[src/pkg/sdd_pkg.sv]
// Package for the shift/deposit operation decoder.
// Holds slot field positions, opcode values, register map and the decode result types.
// Assumes a 41-bit instruction slot and a core-clock register port with 32-bit data.
package sdd_pkg;

  // Slot geometry
  localparam int SLOT_W = 41;
  localparam int MAJ_HI = 40; // Major opcode field, top four bits
  localparam int MAJ_LO = 37;
  localparam logic [3:0] MAJ_INT_SHIFT = 4'h5; // Integer shift/test group
  localparam logic [3:0] MAJ_MM = 4'h7; // Multimedia group

  // Opcode 5 extension fields
  localparam int PAIR_HI = 35; // int_op_pair
  localparam int PAIR_LO = 34;
  localparam int SINGLE_BIT = 33; // One-bit minor opcode
  localparam int SUB13_BIT = 13; // Field pull and bit test selector
  localparam int SUB26_BIT = 26; // Field insert selector

  // Opcode 7 extension fields
  localparam int SZ_HI_BIT = 36; // size_sel_hi
  localparam int FA_HI = 35; // mm_op_field_a
  localparam int FA_LO = 34;
  localparam int SZ_LO_BIT = 33; // size_sel_lo
  localparam int OPE_BIT = 32; // op_bit_e
  localparam int FC_HI = 31; // mm_op_field_c
  localparam int FC_LO = 30;
  localparam int FB_HI = 29; // mm_op_field_b
  localparam int FB_LO = 28;
  localparam int RCNT_HI = 18; // Right-shift imm_count
  localparam int RCNT_LO = 14;
  localparam int LCNT_HI = 24; // Left-shift imm_count
  localparam int LCNT_LO = 20;

  // Operand register fields
  localparam int R3_HI = 26;
  localparam int R3_LO = 20;
  localparam int R2_HI = 19;
  localparam int R2_LO = 13;
  localparam int R1_HI = 12;
  localparam int R1_LO = 6;
  localparam int PRED_HI = 5; // guard_pred
  localparam int PRED_LO = 0;

  // Register map, byte addresses
  localparam logic [3:0] ADDR_CTRL = 4'h0;
  localparam logic [3:0] ADDR_STATUS = 4'h4;
  localparam logic [3:0] ADDR_ILL_CNT = 4'h8;
  localparam logic [3:0] ADDR_DEC_CNT = 4'hc;
  localparam int CTRL_EN_BIT = 0;
  localparam logic CTRL_RESET = 1'b1;

  // Decoded operation
  typedef enum logic [3:0] {
    OP_NONE = 4'b0000,
    OP_TEST_BIT = 4'b0001,
    OP_TEST_TAG = 4'b0010,
    OP_PULL_UNSIGNED = 4'b0011,
    OP_PULL_SIGNED = 4'b0100,
    OP_ZERO_INS_REG = 4'b0101,
    OP_ZERO_INS_IMM8 = 4'b0110,
    OP_PAIR_SHR = 4'b0111,
    OP_INS_IMM1 = 4'b1000,
    OP_PAR_SHR_FIXED = 4'b1001,
    OP_PAR_SHL_VAR = 4'b1010,
    OP_SHL_FULL = 4'b1011,
    OP_PAR_SHL_FIXED = 4'b1100,
    OP_ILLEGAL = 4'b1111
  } sdd_op_t;

  // Element size of a multimedia operation
  typedef enum logic [1:0] {
    SZ_NONE = 2'b00,
    SZ_HALF = 2'b01,
    SZ_WORD = 2'b10,
    SZ_FULL = 2'b11
  } sdd_size_t;

endpackage : sdd_pkg

[src/rtl/sdd_decoder.sv]
// Top of the shift/deposit operation decoder: registers one decode per claimed slot while enabled,
// and exposes control and statistics through a simple register port.
// Assumes slot_valid and slot_word come from logic on core_clk, and that the
// register master keeps its strobes one cycle long and never both at once.
`timescale 1ns/1ps

// Notes on behaviour
// RULE1: Claim integer shift group only at opcode 5
// RULE2: Bits 35:34 pick the opcode-5 subgroup
// RULE3: Bit 33 further selects within opcode 5
// RULE4: Bit 13 splits field pull and tests
// RULE5: Bit 26 splits most field inserts
// RULE6: Test, pull and pair-shift encodings mapped
// RULE7: Zero-insert and one-bit insert encodings mapped
// RULE8: Opcode 7 fixed right shifts, count 18:14
// RULE9: Opcode 7 variable left shifts, three sizes
// RULE10: Opcode 7 fixed left shifts, count 24:20
// RULE11: Unassigned opcode 5/7 combinations flagged illegal
module sdd_decoder #(
  parameter int CNT_W = 16 // Width of the statistics counters
) (
  input wire logic core_clk, // Core clock, 200 MHz
  input wire logic rstn, // Synchronous reset, active low
  input wire logic slot_valid, // Slot present this cycle
  input wire logic [40:0] slot_word, // Instruction slot
  input wire logic [3:0] bus_addr, // Register byte address
  input wire logic [31:0] bus_wdata, // Register write data
  input wire logic bus_wr, // Write strobe
  input wire logic bus_rd, // Read strobe
  output logic [31:0] bus_rdata, // Read data, cycle after the read strobe
  output logic dec_valid, // Decode result present
  output sdd_pkg::sdd_op_t dec_op, // Decoded operation
  output sdd_pkg::sdd_size_t dec_size, // Element size of a multimedia op
  output logic [4:0] dec_count, // Immediate shift count
  output logic dec_sub_sel, // Sub-operation selector bit taken
  output logic dec_illegal, // Claimed group but unassigned encoding
  output logic [5:0] dec_guard_pred, // guard_pred field
  output logic [6:0] dec_dst_reg, // Destination register field
  output logic [6:0] dec_src2_reg, // Second source register field
  output logic [6:0] dec_src3_reg // Third source register field
);

  // Combinational decode results
  sdd_pkg::sdd_op_t cmb_op;
  sdd_pkg::sdd_size_t cmb_size;
  logic [4:0] cmb_count;
  logic cmb_sub_sel;
  logic cmb_claimed;
  logic cmb_illegal;

  // Result pipeline registers
  logic valid_q, valid_d;
  sdd_pkg::sdd_op_t op_q, op_d;
  sdd_pkg::sdd_size_t size_q, size_d;
  logic [4:0] count_q, count_d;
  logic sub_sel_q, sub_sel_d;
  logic illegal_q, illegal_d;
  logic [5:0] pred_q, pred_d;
  logic [6:0] dst_q, dst_d;
  logic [6:0] src2_q, src2_d;
  logic [6:0] src3_q, src3_d;

  // Software-visible state
  logic enable_q, enable_d; // Decode enable from the control register
  logic [CNT_W-1:0] ill_cnt_q, ill_cnt_d; // Illegal encodings seen
  logic [CNT_W-1:0] dec_cnt_q, dec_cnt_d; // Slots claimed by this decoder
  sdd_pkg::sdd_op_t last_op_q, last_op_d; // Last claimed operation
  logic [31:0] rdata_q, rdata_d; // Read data holding register

  // Strobe qualifiers
  logic take_slot; // Slot accepted for decode
  logic counted; // Slot claimed and recorded

  // Field lookup lives in its own module so the table stays in one place
  sdd_slot_decode u_fields (
    .slot(slot_word),
    .op(cmb_op),
    .size(cmb_size),
    .count(cmb_count),
    .sub_sel(cmb_sub_sel),
    .claimed(cmb_claimed),
    .illegal(cmb_illegal)
  );

  // Slots from other major opcodes pass through as not ours
  assign take_slot = slot_valid && enable_q;
  assign counted = take_slot && cmb_claimed; // RULE1

  // Saturating increment, shared by both statistics counters
  function automatic logic [CNT_W-1:0] sat_inc(input logic [CNT_W-1:0] v);
    sat_inc = (&v) ? v : v + {{(CNT_W-1){1'b0}}, 1'b1};
  endfunction : sat_inc

  // Next values of the result pipeline
  always_comb begin
    valid_d = 1'b0;
    op_d = op_q;
    size_d = size_q;
    count_d = count_q;
    sub_sel_d = sub_sel_q;
    illegal_d = 1'b0;
    pred_d = pred_q;
    dst_d = dst_q;
    src2_d = src2_q;
    src3_d = src3_q;
    if (counted) begin
      // Only claimed slots reach the execution side
      valid_d = 1'b1;
      op_d = cmb_op; // RULE6 RULE7 RULE8 RULE9 RULE10
      size_d = cmb_size;
      count_d = cmb_count;
      sub_sel_d = cmb_sub_sel;
      illegal_d = cmb_illegal; // RULE11
      pred_d = slot_word[sdd_pkg::PRED_HI:sdd_pkg::PRED_LO];
      dst_d = slot_word[sdd_pkg::R1_HI:sdd_pkg::R1_LO];
      src2_d = slot_word[sdd_pkg::R2_HI:sdd_pkg::R2_LO];
      src3_d = slot_word[sdd_pkg::R3_HI:sdd_pkg::R3_LO];
    end
  end

  // Result pipeline registers
  always_ff @(posedge core_clk) begin
    if (!rstn) begin
      valid_q <= 1'b0;
      op_q <= sdd_pkg::OP_NONE;
      size_q <= sdd_pkg::SZ_NONE;
      count_q <= 5'h00;
      sub_sel_q <= 1'b0;
      illegal_q <= 1'b0;
      pred_q <= 6'h00;
      dst_q <= 7'h00;
      src2_q <= 7'h00;
      src3_q <= 7'h00;
    end else begin
      valid_q <= valid_d;
      op_q <= op_d;
      size_q <= size_d;
      count_q <= count_d;
      sub_sel_q <= sub_sel_d;
      illegal_q <= illegal_d;
      pred_q <= pred_d;
      dst_q <= dst_d;
      src2_q <= src2_d;
      src3_q <= src3_d;
    end
  end

  // Next values of the software-visible state
  always_comb begin
    enable_d = enable_q;
    ill_cnt_d = ill_cnt_q;
    dec_cnt_d = dec_cnt_q;
    last_op_d = last_op_q;
    // Writes come first so a same-cycle event below is counted on top of a clear
    if (bus_wr) begin
      case (bus_addr)
        sdd_pkg::ADDR_CTRL: enable_d = bus_wdata[sdd_pkg::CTRL_EN_BIT];
        sdd_pkg::ADDR_ILL_CNT: ill_cnt_d = '0; // Any write clears
        sdd_pkg::ADDR_DEC_CNT: dec_cnt_d = '0; // Any write clears
        default: enable_d = enable_q; // Status and unmapped writes ignored
      endcase
    end
    if (counted) begin
      last_op_d = cmb_op;
      // Counting from the cleared value keeps an event coinciding with a clear
      dec_cnt_d = sat_inc(dec_cnt_d);
      if (cmb_illegal) begin
        ill_cnt_d = sat_inc(ill_cnt_d); // RULE11
      end
    end
  end

  // Software-visible state registers
  always_ff @(posedge core_clk) begin
    if (!rstn) begin
      enable_q <= sdd_pkg::CTRL_RESET;
      ill_cnt_q <= '0;
      dec_cnt_q <= '0;
      last_op_q <= sdd_pkg::OP_NONE;
    end else begin
      enable_q <= enable_d;
      ill_cnt_q <= ill_cnt_d;
      dec_cnt_q <= dec_cnt_d;
      last_op_q <= last_op_d;
    end
  end

  // Read data: shown only in the cycle after a read, zero otherwise
  always_comb begin
    rdata_d = 32'h0000_0000;
    if (bus_rd) begin
      case (bus_addr)
        sdd_pkg::ADDR_CTRL: rdata_d = {31'h0000_0000, enable_q};
        // Status shows the last claimed operation and whether it was illegal
        sdd_pkg::ADDR_STATUS: begin
          rdata_d = {27'h000_0000, (last_op_q == sdd_pkg::OP_ILLEGAL), last_op_q};
        end
        sdd_pkg::ADDR_ILL_CNT: rdata_d = 32'(ill_cnt_q);
        sdd_pkg::ADDR_DEC_CNT: rdata_d = 32'(dec_cnt_q);
        default: rdata_d = 32'h0000_0000; // Unmapped reads return zero
      endcase
    end
  end

  // Read data register
  always_ff @(posedge core_clk) begin
    if (!rstn) begin
      rdata_q <= 32'h0000_0000;
    end else begin
      rdata_q <= rdata_d;
    end
  end

  // Outputs straight from flip-flops
  assign bus_rdata = rdata_q;
  assign dec_valid = valid_q;
  assign dec_op = op_q;
  assign dec_size = size_q;
  assign dec_count = count_q;
  assign dec_sub_sel = sub_sel_q;
  assign dec_illegal = illegal_q;
  assign dec_guard_pred = pred_q;
  assign dec_dst_reg = dst_q;
  assign dec_src2_reg = src2_q;
  assign dec_src3_reg = src3_q;

endmodule : sdd_decoder

[src/rtl/sdd_slot_decode.sv]
// Combinational decode of one 41-bit slot into operation, size, count and sub-selector.
// Assumes the caller registers the result; no state lives here.
`timescale 1ns/1ps
module sdd_slot_decode (
  input wire logic [40:0] slot,
  output sdd_pkg::sdd_op_t op,
  output sdd_pkg::sdd_size_t size,
  output logic [4:0] count,
  output logic sub_sel,
  output logic claimed,
  output logic illegal
);

  logic [3:0] major; // Major opcode
  logic [1:0] pair; // int_op_pair
  logic single; // One-bit minor opcode
  logic [1:0] size_sel; // {size_sel_hi, size_sel_lo}
  logic op_bit_e;
  logic [1:0] mm_op_field_a;
  logic [1:0] mm_op_field_b;
  logic [1:0] mm_op_field_c;

  assign major = slot[sdd_pkg::MAJ_HI:sdd_pkg::MAJ_LO];
  assign pair = slot[sdd_pkg::PAIR_HI:sdd_pkg::PAIR_LO];
  assign single = slot[sdd_pkg::SINGLE_BIT];
  assign size_sel = {slot[sdd_pkg::SZ_HI_BIT], slot[sdd_pkg::SZ_LO_BIT]};
  assign op_bit_e = slot[sdd_pkg::OPE_BIT];
  assign mm_op_field_a = slot[sdd_pkg::FA_HI:sdd_pkg::FA_LO];
  assign mm_op_field_b = slot[sdd_pkg::FB_HI:sdd_pkg::FB_LO];
  assign mm_op_field_c = slot[sdd_pkg::FC_HI:sdd_pkg::FC_LO];

  // Operation lookup; anything not matched inside a claimed group falls to illegal
  always_comb begin
    op = sdd_pkg::OP_NONE;
    size = sdd_pkg::SZ_NONE;
    count = 5'h00;
    sub_sel = 1'b0;
    claimed = 1'b0;
    if (major == sdd_pkg::MAJ_INT_SHIFT) begin // RULE1
      claimed = 1'b1;
      op = sdd_pkg::OP_ILLEGAL;
      case ({pair, single}) // RULE2 RULE3
        3'b000, 3'b001: begin
          // Bit 33 is ignored here; bit 13 picks the test flavour
          sub_sel = slot[sdd_pkg::SUB13_BIT]; // RULE4
          op = sub_sel ? sdd_pkg::OP_TEST_TAG : sdd_pkg::OP_TEST_BIT; // RULE6
        end
        3'b010: begin
          sub_sel = slot[sdd_pkg::SUB13_BIT]; // RULE4
          op = sub_sel ? sdd_pkg::OP_PULL_SIGNED : sdd_pkg::OP_PULL_UNSIGNED; // RULE6
        end
        3'b011: begin
          sub_sel = slot[sdd_pkg::SUB26_BIT]; // RULE5
          op = sub_sel ? sdd_pkg::OP_ZERO_INS_IMM8 : sdd_pkg::OP_ZERO_INS_REG; // RULE7
        end
        3'b110: op = sdd_pkg::OP_PAIR_SHR; // RULE6
        3'b111: op = sdd_pkg::OP_INS_IMM1; // RULE7
        default: op = sdd_pkg::OP_ILLEGAL; // RULE11
      endcase
    end else if (major == sdd_pkg::MAJ_MM) begin
      claimed = 1'b1;
      op = sdd_pkg::OP_ILLEGAL; // RULE11
      size = sdd_pkg::sdd_size_t'(size_sel);
      if (!op_bit_e) begin
        // Fixed right: a1 b3 c0, halfword or word only
        if (mm_op_field_a == 2'h1 && mm_op_field_b == 2'h3 && mm_op_field_c == 2'h0 &&
            (size_sel == 2'b01 || size_sel == 2'b10)) begin
          op = sdd_pkg::OP_PAR_SHR_FIXED; // RULE8
          count = slot[sdd_pkg::RCNT_HI:sdd_pkg::RCNT_LO]; // RULE8
        end
        // Variable left: a0 b0 c1, three sizes
        if (mm_op_field_a == 2'h0 && mm_op_field_b == 2'h0 && mm_op_field_c == 2'h1 &&
            size_sel != 2'b00) begin
          op = (size_sel == 2'b11) ? sdd_pkg::OP_SHL_FULL : sdd_pkg::OP_PAR_SHL_VAR; // RULE9
        end
        // Fixed left: a3 b1 c1, halfword or word only
        if (mm_op_field_a == 2'h3 && mm_op_field_b == 2'h1 && mm_op_field_c == 2'h1 &&
            (size_sel == 2'b01 || size_sel == 2'b10)) begin
          op = sdd_pkg::OP_PAR_SHL_FIXED; // RULE10
          count = slot[sdd_pkg::LCNT_HI:sdd_pkg::LCNT_LO]; // RULE10
        end
      end
      // Illegal forms report no element size
      if (op == sdd_pkg::OP_ILLEGAL) begin
        size = sdd_pkg::SZ_NONE;
      end
    end
  end

  assign illegal = (op == sdd_pkg::OP_ILLEGAL); // RULE11

endmodule : sdd_slot_decode

[config.mk]
export PLATFORM = sky130hd
export DESIGN_NAME = sdd_decoder
export DESIGN_NICKNAME = d
export VERILOG_FILES = /design/src/pkg/sdd_pkg.sv /design/src/rtl/sdd_decoder.sv /design/src/rtl/sdd_slot_decode.sv
export SDC_FILE = /design/constraint.sdc
export NUM_CORES = 1
export LEC_CHECK = 0
export ABC_AREA = 0
export BUFFER_PORTS_ARGS = -buffer_cell sky130_fd_sc_hd__buf_2
export CAP_MARGIN = 20
export CORE_ASPECT_RATIO = 2
export CORE_MARGIN = 1
export CORE_UTILIZATION = 45
export CTS_BUF_LIST = sky130_fd_sc_hd__clkbuf_2
export DETAILED_ROUTE_END_ITERATION = 16
export GPL_TIMING_DRIVEN = 0
export PLACE_DENSITY = 0.75
export SLEW_MARGIN = 20
export SYNTH_ARGS = -nofsm -noshare
export SYNTH_HDL_FRONTEND = slang
export SYNTH_HIERARCHICAL = 1
export SYNTH_SLANG_ARGS = --single-unit
[constraint.sdc]
create_clock -name core_clk -period 2.4 [get_ports core_clk]
set_clock_uncertainty 0.1 [all_clocks]
set_input_delay 0.12 -clock core_clk [delete_from_list [all_inputs] [get_ports core_clk]]
set_output_delay 0.12 -clock core_clk [all_outputs]
set_load 0.1 [all_outputs]
==> results of run 1 <==
per-stage QoR:
| stage | setup TNS (ns) | instances | instance area (µm²) | util [%] |
|---|---|---|---|---|
| 2_1_floorplan | -0.00562 | 582 | 4710 | - |
| 3_3_place_gp | -8.65 | 819 | 5390 | 53.4 |
| 3_5_place_dp | -9.61 | 819 | 5390 | 53.4 |
| 4_1_cts | 0 | 895 | 6120 | 60.7 |
| 5_1_grt | 0 | 895 | 6180 | 61.3 |
| 6_report | 0 | 895 | 6180 | 61.3 |
synthesized netlist by cell type (all sizes together), types with 2 or more instances:
master,instances
a2111o,3
a2111oi,3
a211oi,2
a21o,9
a21oi,57
a22oi,20
a31o,2
and2,5
and3,4
and4,2
and4bb,2
buf,36
clkbuf,16
dfxtp,90
ha,4
inv,11
mux2,4
mux2i,21
nand2,104
nand2b,7
nand3,31
nand3b,3
nand4,14
nor2,34
nor2b,3
nor3,11
nor4,9
nor4b,5
o211ai,6
o21a,5
o21ai,9
o2bb2ai,2
o311ai,3
o31ai,2
o32ai,2
or2,4
or3,3
or4,4
or4b,2
worst min-delay path, delay by kind of cell:
| kind | cells | cell delay, ns |
|---|---|---|
| muxes | 1 | 0.06 |
| and+or+nand+nor | 1 | 0.05 |
| adders and majority gates | 1 | 0.28 |
| AOI/OAI and AO/OA | 1 | 0.09 |
| buffers and inverters | 1 | 0.14 |
per-layer routing:
metal	part of all wire, %	vias to the layer above	GRT usage, %
met5	0	-	0
met4	5.6	0	20.0
met3	6.1	76	6.72
met2	53	269	51.9
met1	35	2365	28.8
li1	-	2387	-
layout make-up:
cell class,instances,area [µm²]
clock inverter,7,81.3
fill,843,3900
inverter,11,41.3
clock buffer,9,45.0
buffer,51,302
timing repair buffer,162,1110
sequential,90,1800
antenna,1,2.50
tap,135,169
multi-input combinational,429,2630
kinds of logic after synthesis:
group                    Yosys count  share of synthesized area (%)
flip-flops                        90                           38.9
AND/OR/NAND/NOR                  252                           27.8
other                              1                         0.0809
buffers and inverters             63                           7.34
AO/OA/AOI/OAI                    132                           19.3
multiplexers                      25                           5.51
adder cells (fa/ha/maj)            4                           1.08
timing repair:
| action | in CTS | in global routing |
|---|---|---|
| pin swaps | 0 | 2 |
| gates cloned | 0 | 0 |
| hold buffers | 60 | 0 |
| buffers inserted | 0 | 0 |
| gates resized for setup | 1 | 11 |
| endpoints found under the setup margin | 5 | 12 |
| endpoints found under the hold margin | 70 | 0 |
how the worst min path moves through the flow:
stage                               endpoint  slack (ns)  depth (start not counted)          from
finish               dec_cnt_q[1]$_SDFF_PN0_        0.01                          5        bus_wr
global route        ill_cnt_q[14]$_SDFF_PN0_        0.05                          4   bus_addr[2]
CTS                  dec_cnt_q[3]$_SDFF_PN0_       0.002                          3        bus_wr
detailed placement     enable_q$_SDFFE_PN1P_        0.25                          3  bus_wdata[0]
global placement       enable_q$_SDFFE_PN1P_        0.23                          3  bus_wdata[0]
floorplan              enable_q$_SDFFE_PN1P_        0.15                          2  bus_wdata[0]
power groups by stage:
stage          logic (W)  clock network, W  registers, W
3_5_place_dp    0.000421                 0       0.00154
2_1_floorplan   0.000248                 0       0.00162
4_1_cts         0.000480          0.000814       0.00152
3_3_place_gp    0.000415                 0       0.00154
5_1_grt         0.000517          0.000869       0.00152
6_report        0.000496          0.000816       0.00152
==> results_dict.tcl, run 1 <==
set metrics [dict create \
    yosys.area.top_type "dfxtp_1" \
    syn_area_um2 4640 \
    yosys_warnings 6 \
    ys_types 69 \
    start_kind "primary input" \
    wl_per_cell_um 17.3 \
    final_common_cell "buf_2" \
    syn_inst 567 \
    cp.required_ns 2.87 \
    r2r-end "bus_rdata[3]$_SDFF_PN0_" \
    drive_gt1_share_pct 23.7 \
    ys.flop_type "dfxtp_1" \
    hp-class "primary input to flop" \
    fp-row-count 52 \
    fin_nets 840 \
    ant_nets 0 \
    p_sw_share_pct 34.8 \
    whs_ns 0.0147 \
    grt_max_degree 20 \
    critical_path.startpoint "bus_addr[2]" \
    gp_congestion 0.915 \
    cts_root_buffer "clkbuf_2" \
    die_h_um 146 \
    path_max_fanout 10 \
    ys_seq_elements 90 \
    synth_top_area_share_pct 38.9 \
    pwr-share-clk_pct 28.8 \
    p_sw_w 0.000986 \
    wirelength_um 15500 \
    seqPwrFrac_pct 53.7 \
    insertion_delay_ns 0.63 \
    min_period_over_period_pct 94.9 \
    max-vdd-ir-drop_v 0.000353 \
    pre_cts_ws_ns -0.634 \
    vias 5097 \
    end_kind "flop" \
    dp_hpwl_um 10600 \
    antenna_found_initial 1 \
    synthTopCellsByArea "dfxtp_1 (39%), nand2_1 (8.3%), a21oi_1 (6.2%)" \
    first_pass_iters 5 \
    io_pins 155 \
    clk_pin_slew_ns 0.30 \
    crit_path_end "ill_cnt_q[15]$_SDFF_PN0_" \
    place.port_buffers 102 \
    hold_violations 0 \
    fp.dieW_um 73.8 \
    h-tree-depth 3 \
    crit_type "primary input to flop" \
    overflow 0 \
    die_area_um2 10700 \
    gr-usage-all-layers_pct 29.3 \
    drt_iter0_markers 432 \
    syn_to_final_growth_pct 33.4 \
    power_density_nw_per_um2 458 \
    setup_viol 0 \
    viasPerCell 5.69 \
    grt_pass1_wl_um 24000 \
    r2r_setup_slack_ns 0.16 \
    synth_enable_flop_cells 0 \
    drcViolationCount 0 \
    fin_crit_ns 2.28 \
    p_total_w 0.00283 \
    r2r-start "dec_cnt_q[3]$_SDFF_PN0_" \
    rsz0062_at_grt "no" \
    cts_tree "built" \
    grt_pass1_vias 5046 \
    cp.depth 11 \
    cpPeakStageDelay_ns 0.58 \
    cts.sinks 90 \
    p_comb_share_pct 17.5 \
    worst_slack_ns 0.123 \
    p_int_w 0.00185 \
    p_leak_nw 2.46 \
    cp_top_family "buffers and inverters" \
    final_cell_mix "buf_2 (108), nand2_1 (103), dfxtp_1 (89)" \
    coreArea_um2 10100 \
    ff2ff_path_depth 5 \
    synth-seq-area-share_pct 38.9 \
    max_freq_ghz 0.439 \
    slew_violations 0 \
    worstMarginPinSlew_ns 0.700 \
    cp_cell_sequence "buf_2 > dlygate4sd3_1 > or2_4 > clkbuf_4 > and2_1 > ha_2 > nand4_1 > nor4_4 > buf_4 > nor4b_4 > mux2_2" \
    ys_async_sr_fraction_pct 0 \
    arrival_ns 2.75 \
    status "completed" \
    clockBufferDepth 2 \
    start_util_pct 46.0 \
    avgSynthCellArea_um2 8.18 \
    cts_buffers 9 \
    worst-path-buf-inv 4 \
    drv_cap 0 \
    slew_headroom_pct 52.9 \
    critical-path-slowest-cell "dlygate4sd3_1" \
]
Note: power is estimated with default switching activity, not from simulation.
==> run 2, diff against run 1 <==
Settings changed: CORE_MARGIN 1 to 2, SLEW_MARGIN 20 to default.
==> results_dict.tcl, run 2 (synthesis gave the netlist of run 1 again) <==
set metrics [dict create \
    final_cells 897 \
    antenna_found_initial 1 \
    place.port_buffers 102 \
    fp.dieW_um 75.8 \
    p_int_w 0.00184 \
    drive_gt1_share_pct 23.5 \
    fin_crit_ns 2.35 \
    start_kind "primary input" \
    p_leak_nw 2.45 \
    syn_to_final_growth_pct 33.2 \
    highest_layer "met4" \
    whs_endpoint "last_op_q[2]$_SDFFE_PN0P_" \
    clk_pin_slew_ns 0.28 \
    worst_slack_ns 0.0510 \
    coreArea_um2 10100 \
    fp-row-count 52 \
    status "complete, but fails checks" \
    drv_cap 0 \
    gp_congestion 0.915 \
    gr-usage-all-layers_pct 28.9 \
    fin_nets 842 \
    vias 5105 \
    ff2ff_path_depth 8 \
    cp.required_ns 2.83 \
    pre_cts_ws_ns -0.686 \
    io_pins 155 \
    r2r-end "dec_cnt_q[14]$_SDFF_PN0_" \
    post_cts_buffers 0 \
    wl_per_cell_um 17.4 \
    drt_iter0_markers 441 \
    wl_met2_um 8350 \
    worstMarginPinSlew_ns 0.741 \
    grt_max_degree 19 \
    cts.sinks 90 \
    post-route-util_pct 61.2 \
    drcViolationCount 0 \
    die_h_um 148 \
    wirelength_um 15600 \
    pwr-share-clk_pct 28.1 \
    first_pass_iters 5 \
    slew_violations 0 \
    final_area_um2 6180 \
    dp_hpwl_um 10800 \
    placed_cells 819 \
    r2r-start "dec_cnt_q[1]$_SDFF_PN0_" \
    final_cell_mix "buf_2 (108), nand2_1 (103), dfxtp_1 (90)" \
    violations "hold timing" \
    insertion_delay_ns 0.62 \
    viasPerCell 5.69 \
    place_area_um2 5390 \
    clockBufferDepth 2 \
    crit_type "primary input to flop" \
    grt_pass1_wl_um 24800 \
    r2r_setup_slack_ns 0.14 \
    final_common_cell "buf_2" \
    power_density_nw_per_um2 454 \
    cts_root_buffer "clkbuf_2" \
    hp-start "slot_word[33]" \
    max-vdd-ir-drop_v 0.000396 \
    wl_met1_um 5470 \
    end_kind "flop" \
    p_sw_w 0.000967 \
    die_area_um2 11200 \
    min_period_over_period_pct 97.9 \
    ant_nets 0 \
    cts_buffers 9 \
    grt_pass1_vias 5311 \
    h-tree-depth 3 \
    hold_depth 6 \
    n_fill_cell 881 \
    met3_length_um 1040 \
    cts_tree "built" \
    overflow 0 \
    start_util_pct 46.0 \
    slew_headroom_pct 50.6 \
    hold_violations 2 \
    setup_viol 0 \
    whs_ns -0.0188 \
    max_freq_ghz 0.426 \
    seqPwrFrac_pct 54.1 \
    p_comb_share_pct 17.7 \
    arrival_ns 2.78 \
    p_sw_share_pct 34.5 \
    hp-class "primary input to flop" \
    rsz0062_at_grt "yes" \
    path_max_fanout 10 \
]
run 2: changes by cell type in the layout (fill, tap and decap cells not counted), sizes merged:
cell          previous run  this run
clkinv                   4         1
dlygate4sd3             59        63
clkbuf                  25        24
inv                     14        17
dlymetal6s4s             1         0
run 2: worst max-delay path: stages:
cell	delay [ns]
buf_2	0.14
dlygate4sd3_1	0.57
or2_4	0.28
clkbuf_4	0.20
and2_1	0.18
ha_2	0.21
nand4_1	0.19
nor4_4	0.08
buf_4	0.19
nor4b_2	0.25
mux2_2	0.36
run 2: timing repair:
action                                 4_1_cts  5_1_grt
endpoints found under the hold margin       61        0
pin swaps                                    0        2
hold buffers                                63        0
setup endpoints to repair                    6       11
resized for setup                            2        6
run 2: cell type report:
class	count	area, µm²	area share, %
antenna	1	2.50	0.0405
buffer	50	294	4.76
clock buffer	9	45.0	0.729
clock inverter	7	66.3	1.07
inverter	11	41.3	0.669
multi-input combinational	429	2620	42.3
sequential	90	1800	29.2
tap	135	169	2.74
timing repair buffer	165	1140	18.5
run 2: power groups by stage:
stage               Combinational, W  Clock [W]  Sequential, W
CTS                         0.000483   0.000786        0.00152
detailed placement          0.000421          0        0.00154
finish                      0.000497   0.000790        0.00152
global route                0.000521   0.000852        0.00152
global placement            0.000415          0        0.00154
floorplan                   0.000248          0        0.00162
run 2: per-layer routing:
metal	up-vias	track usage [%]
met5	-	0
met4	0	17.7
met3	59	6.48
met2	260	51.3
met1	2396	28.6
li1	2390	-
run 2: worst max path at each step:
| stage | start | to | depth (start not counted) |
|---|---|---|---|
| floorplan | bus_addr[3] | dec_cnt_q[13]$_SDFF_PN0_ | 11 |
| global placement | slot_word[33] | ill_cnt_q[11]$_SDFF_PN0_ | 12 |
| detailed placement | slot_word[33] | ill_cnt_q[11]$_SDFF_PN0_ | 12 |
| CTS | slot_word[38] | ill_cnt_q[15]$_SDFF_PN0_ | 10 |
| global route | dec_cnt_q[1]$_SDFF_PN0_ | dec_cnt_q[14]$_SDFF_PN0_ | 8 |
| finish | bus_addr[2] | ill_cnt_q[15]$_SDFF_PN0_ | 11 |
run 2: stage by stage:
stage	TNS, ns	total power [W]	hold slack, ns
global placement	-8.90	0.00196	0.233
CTS	0	0.00279	0.00127
global route	-0.00256	0.00290	0.00668
finish	0	0.00281	-0.0188
detailed placement	-10.57	0.00197	0.250
floorplan	-0.00562	0.00187	0.145
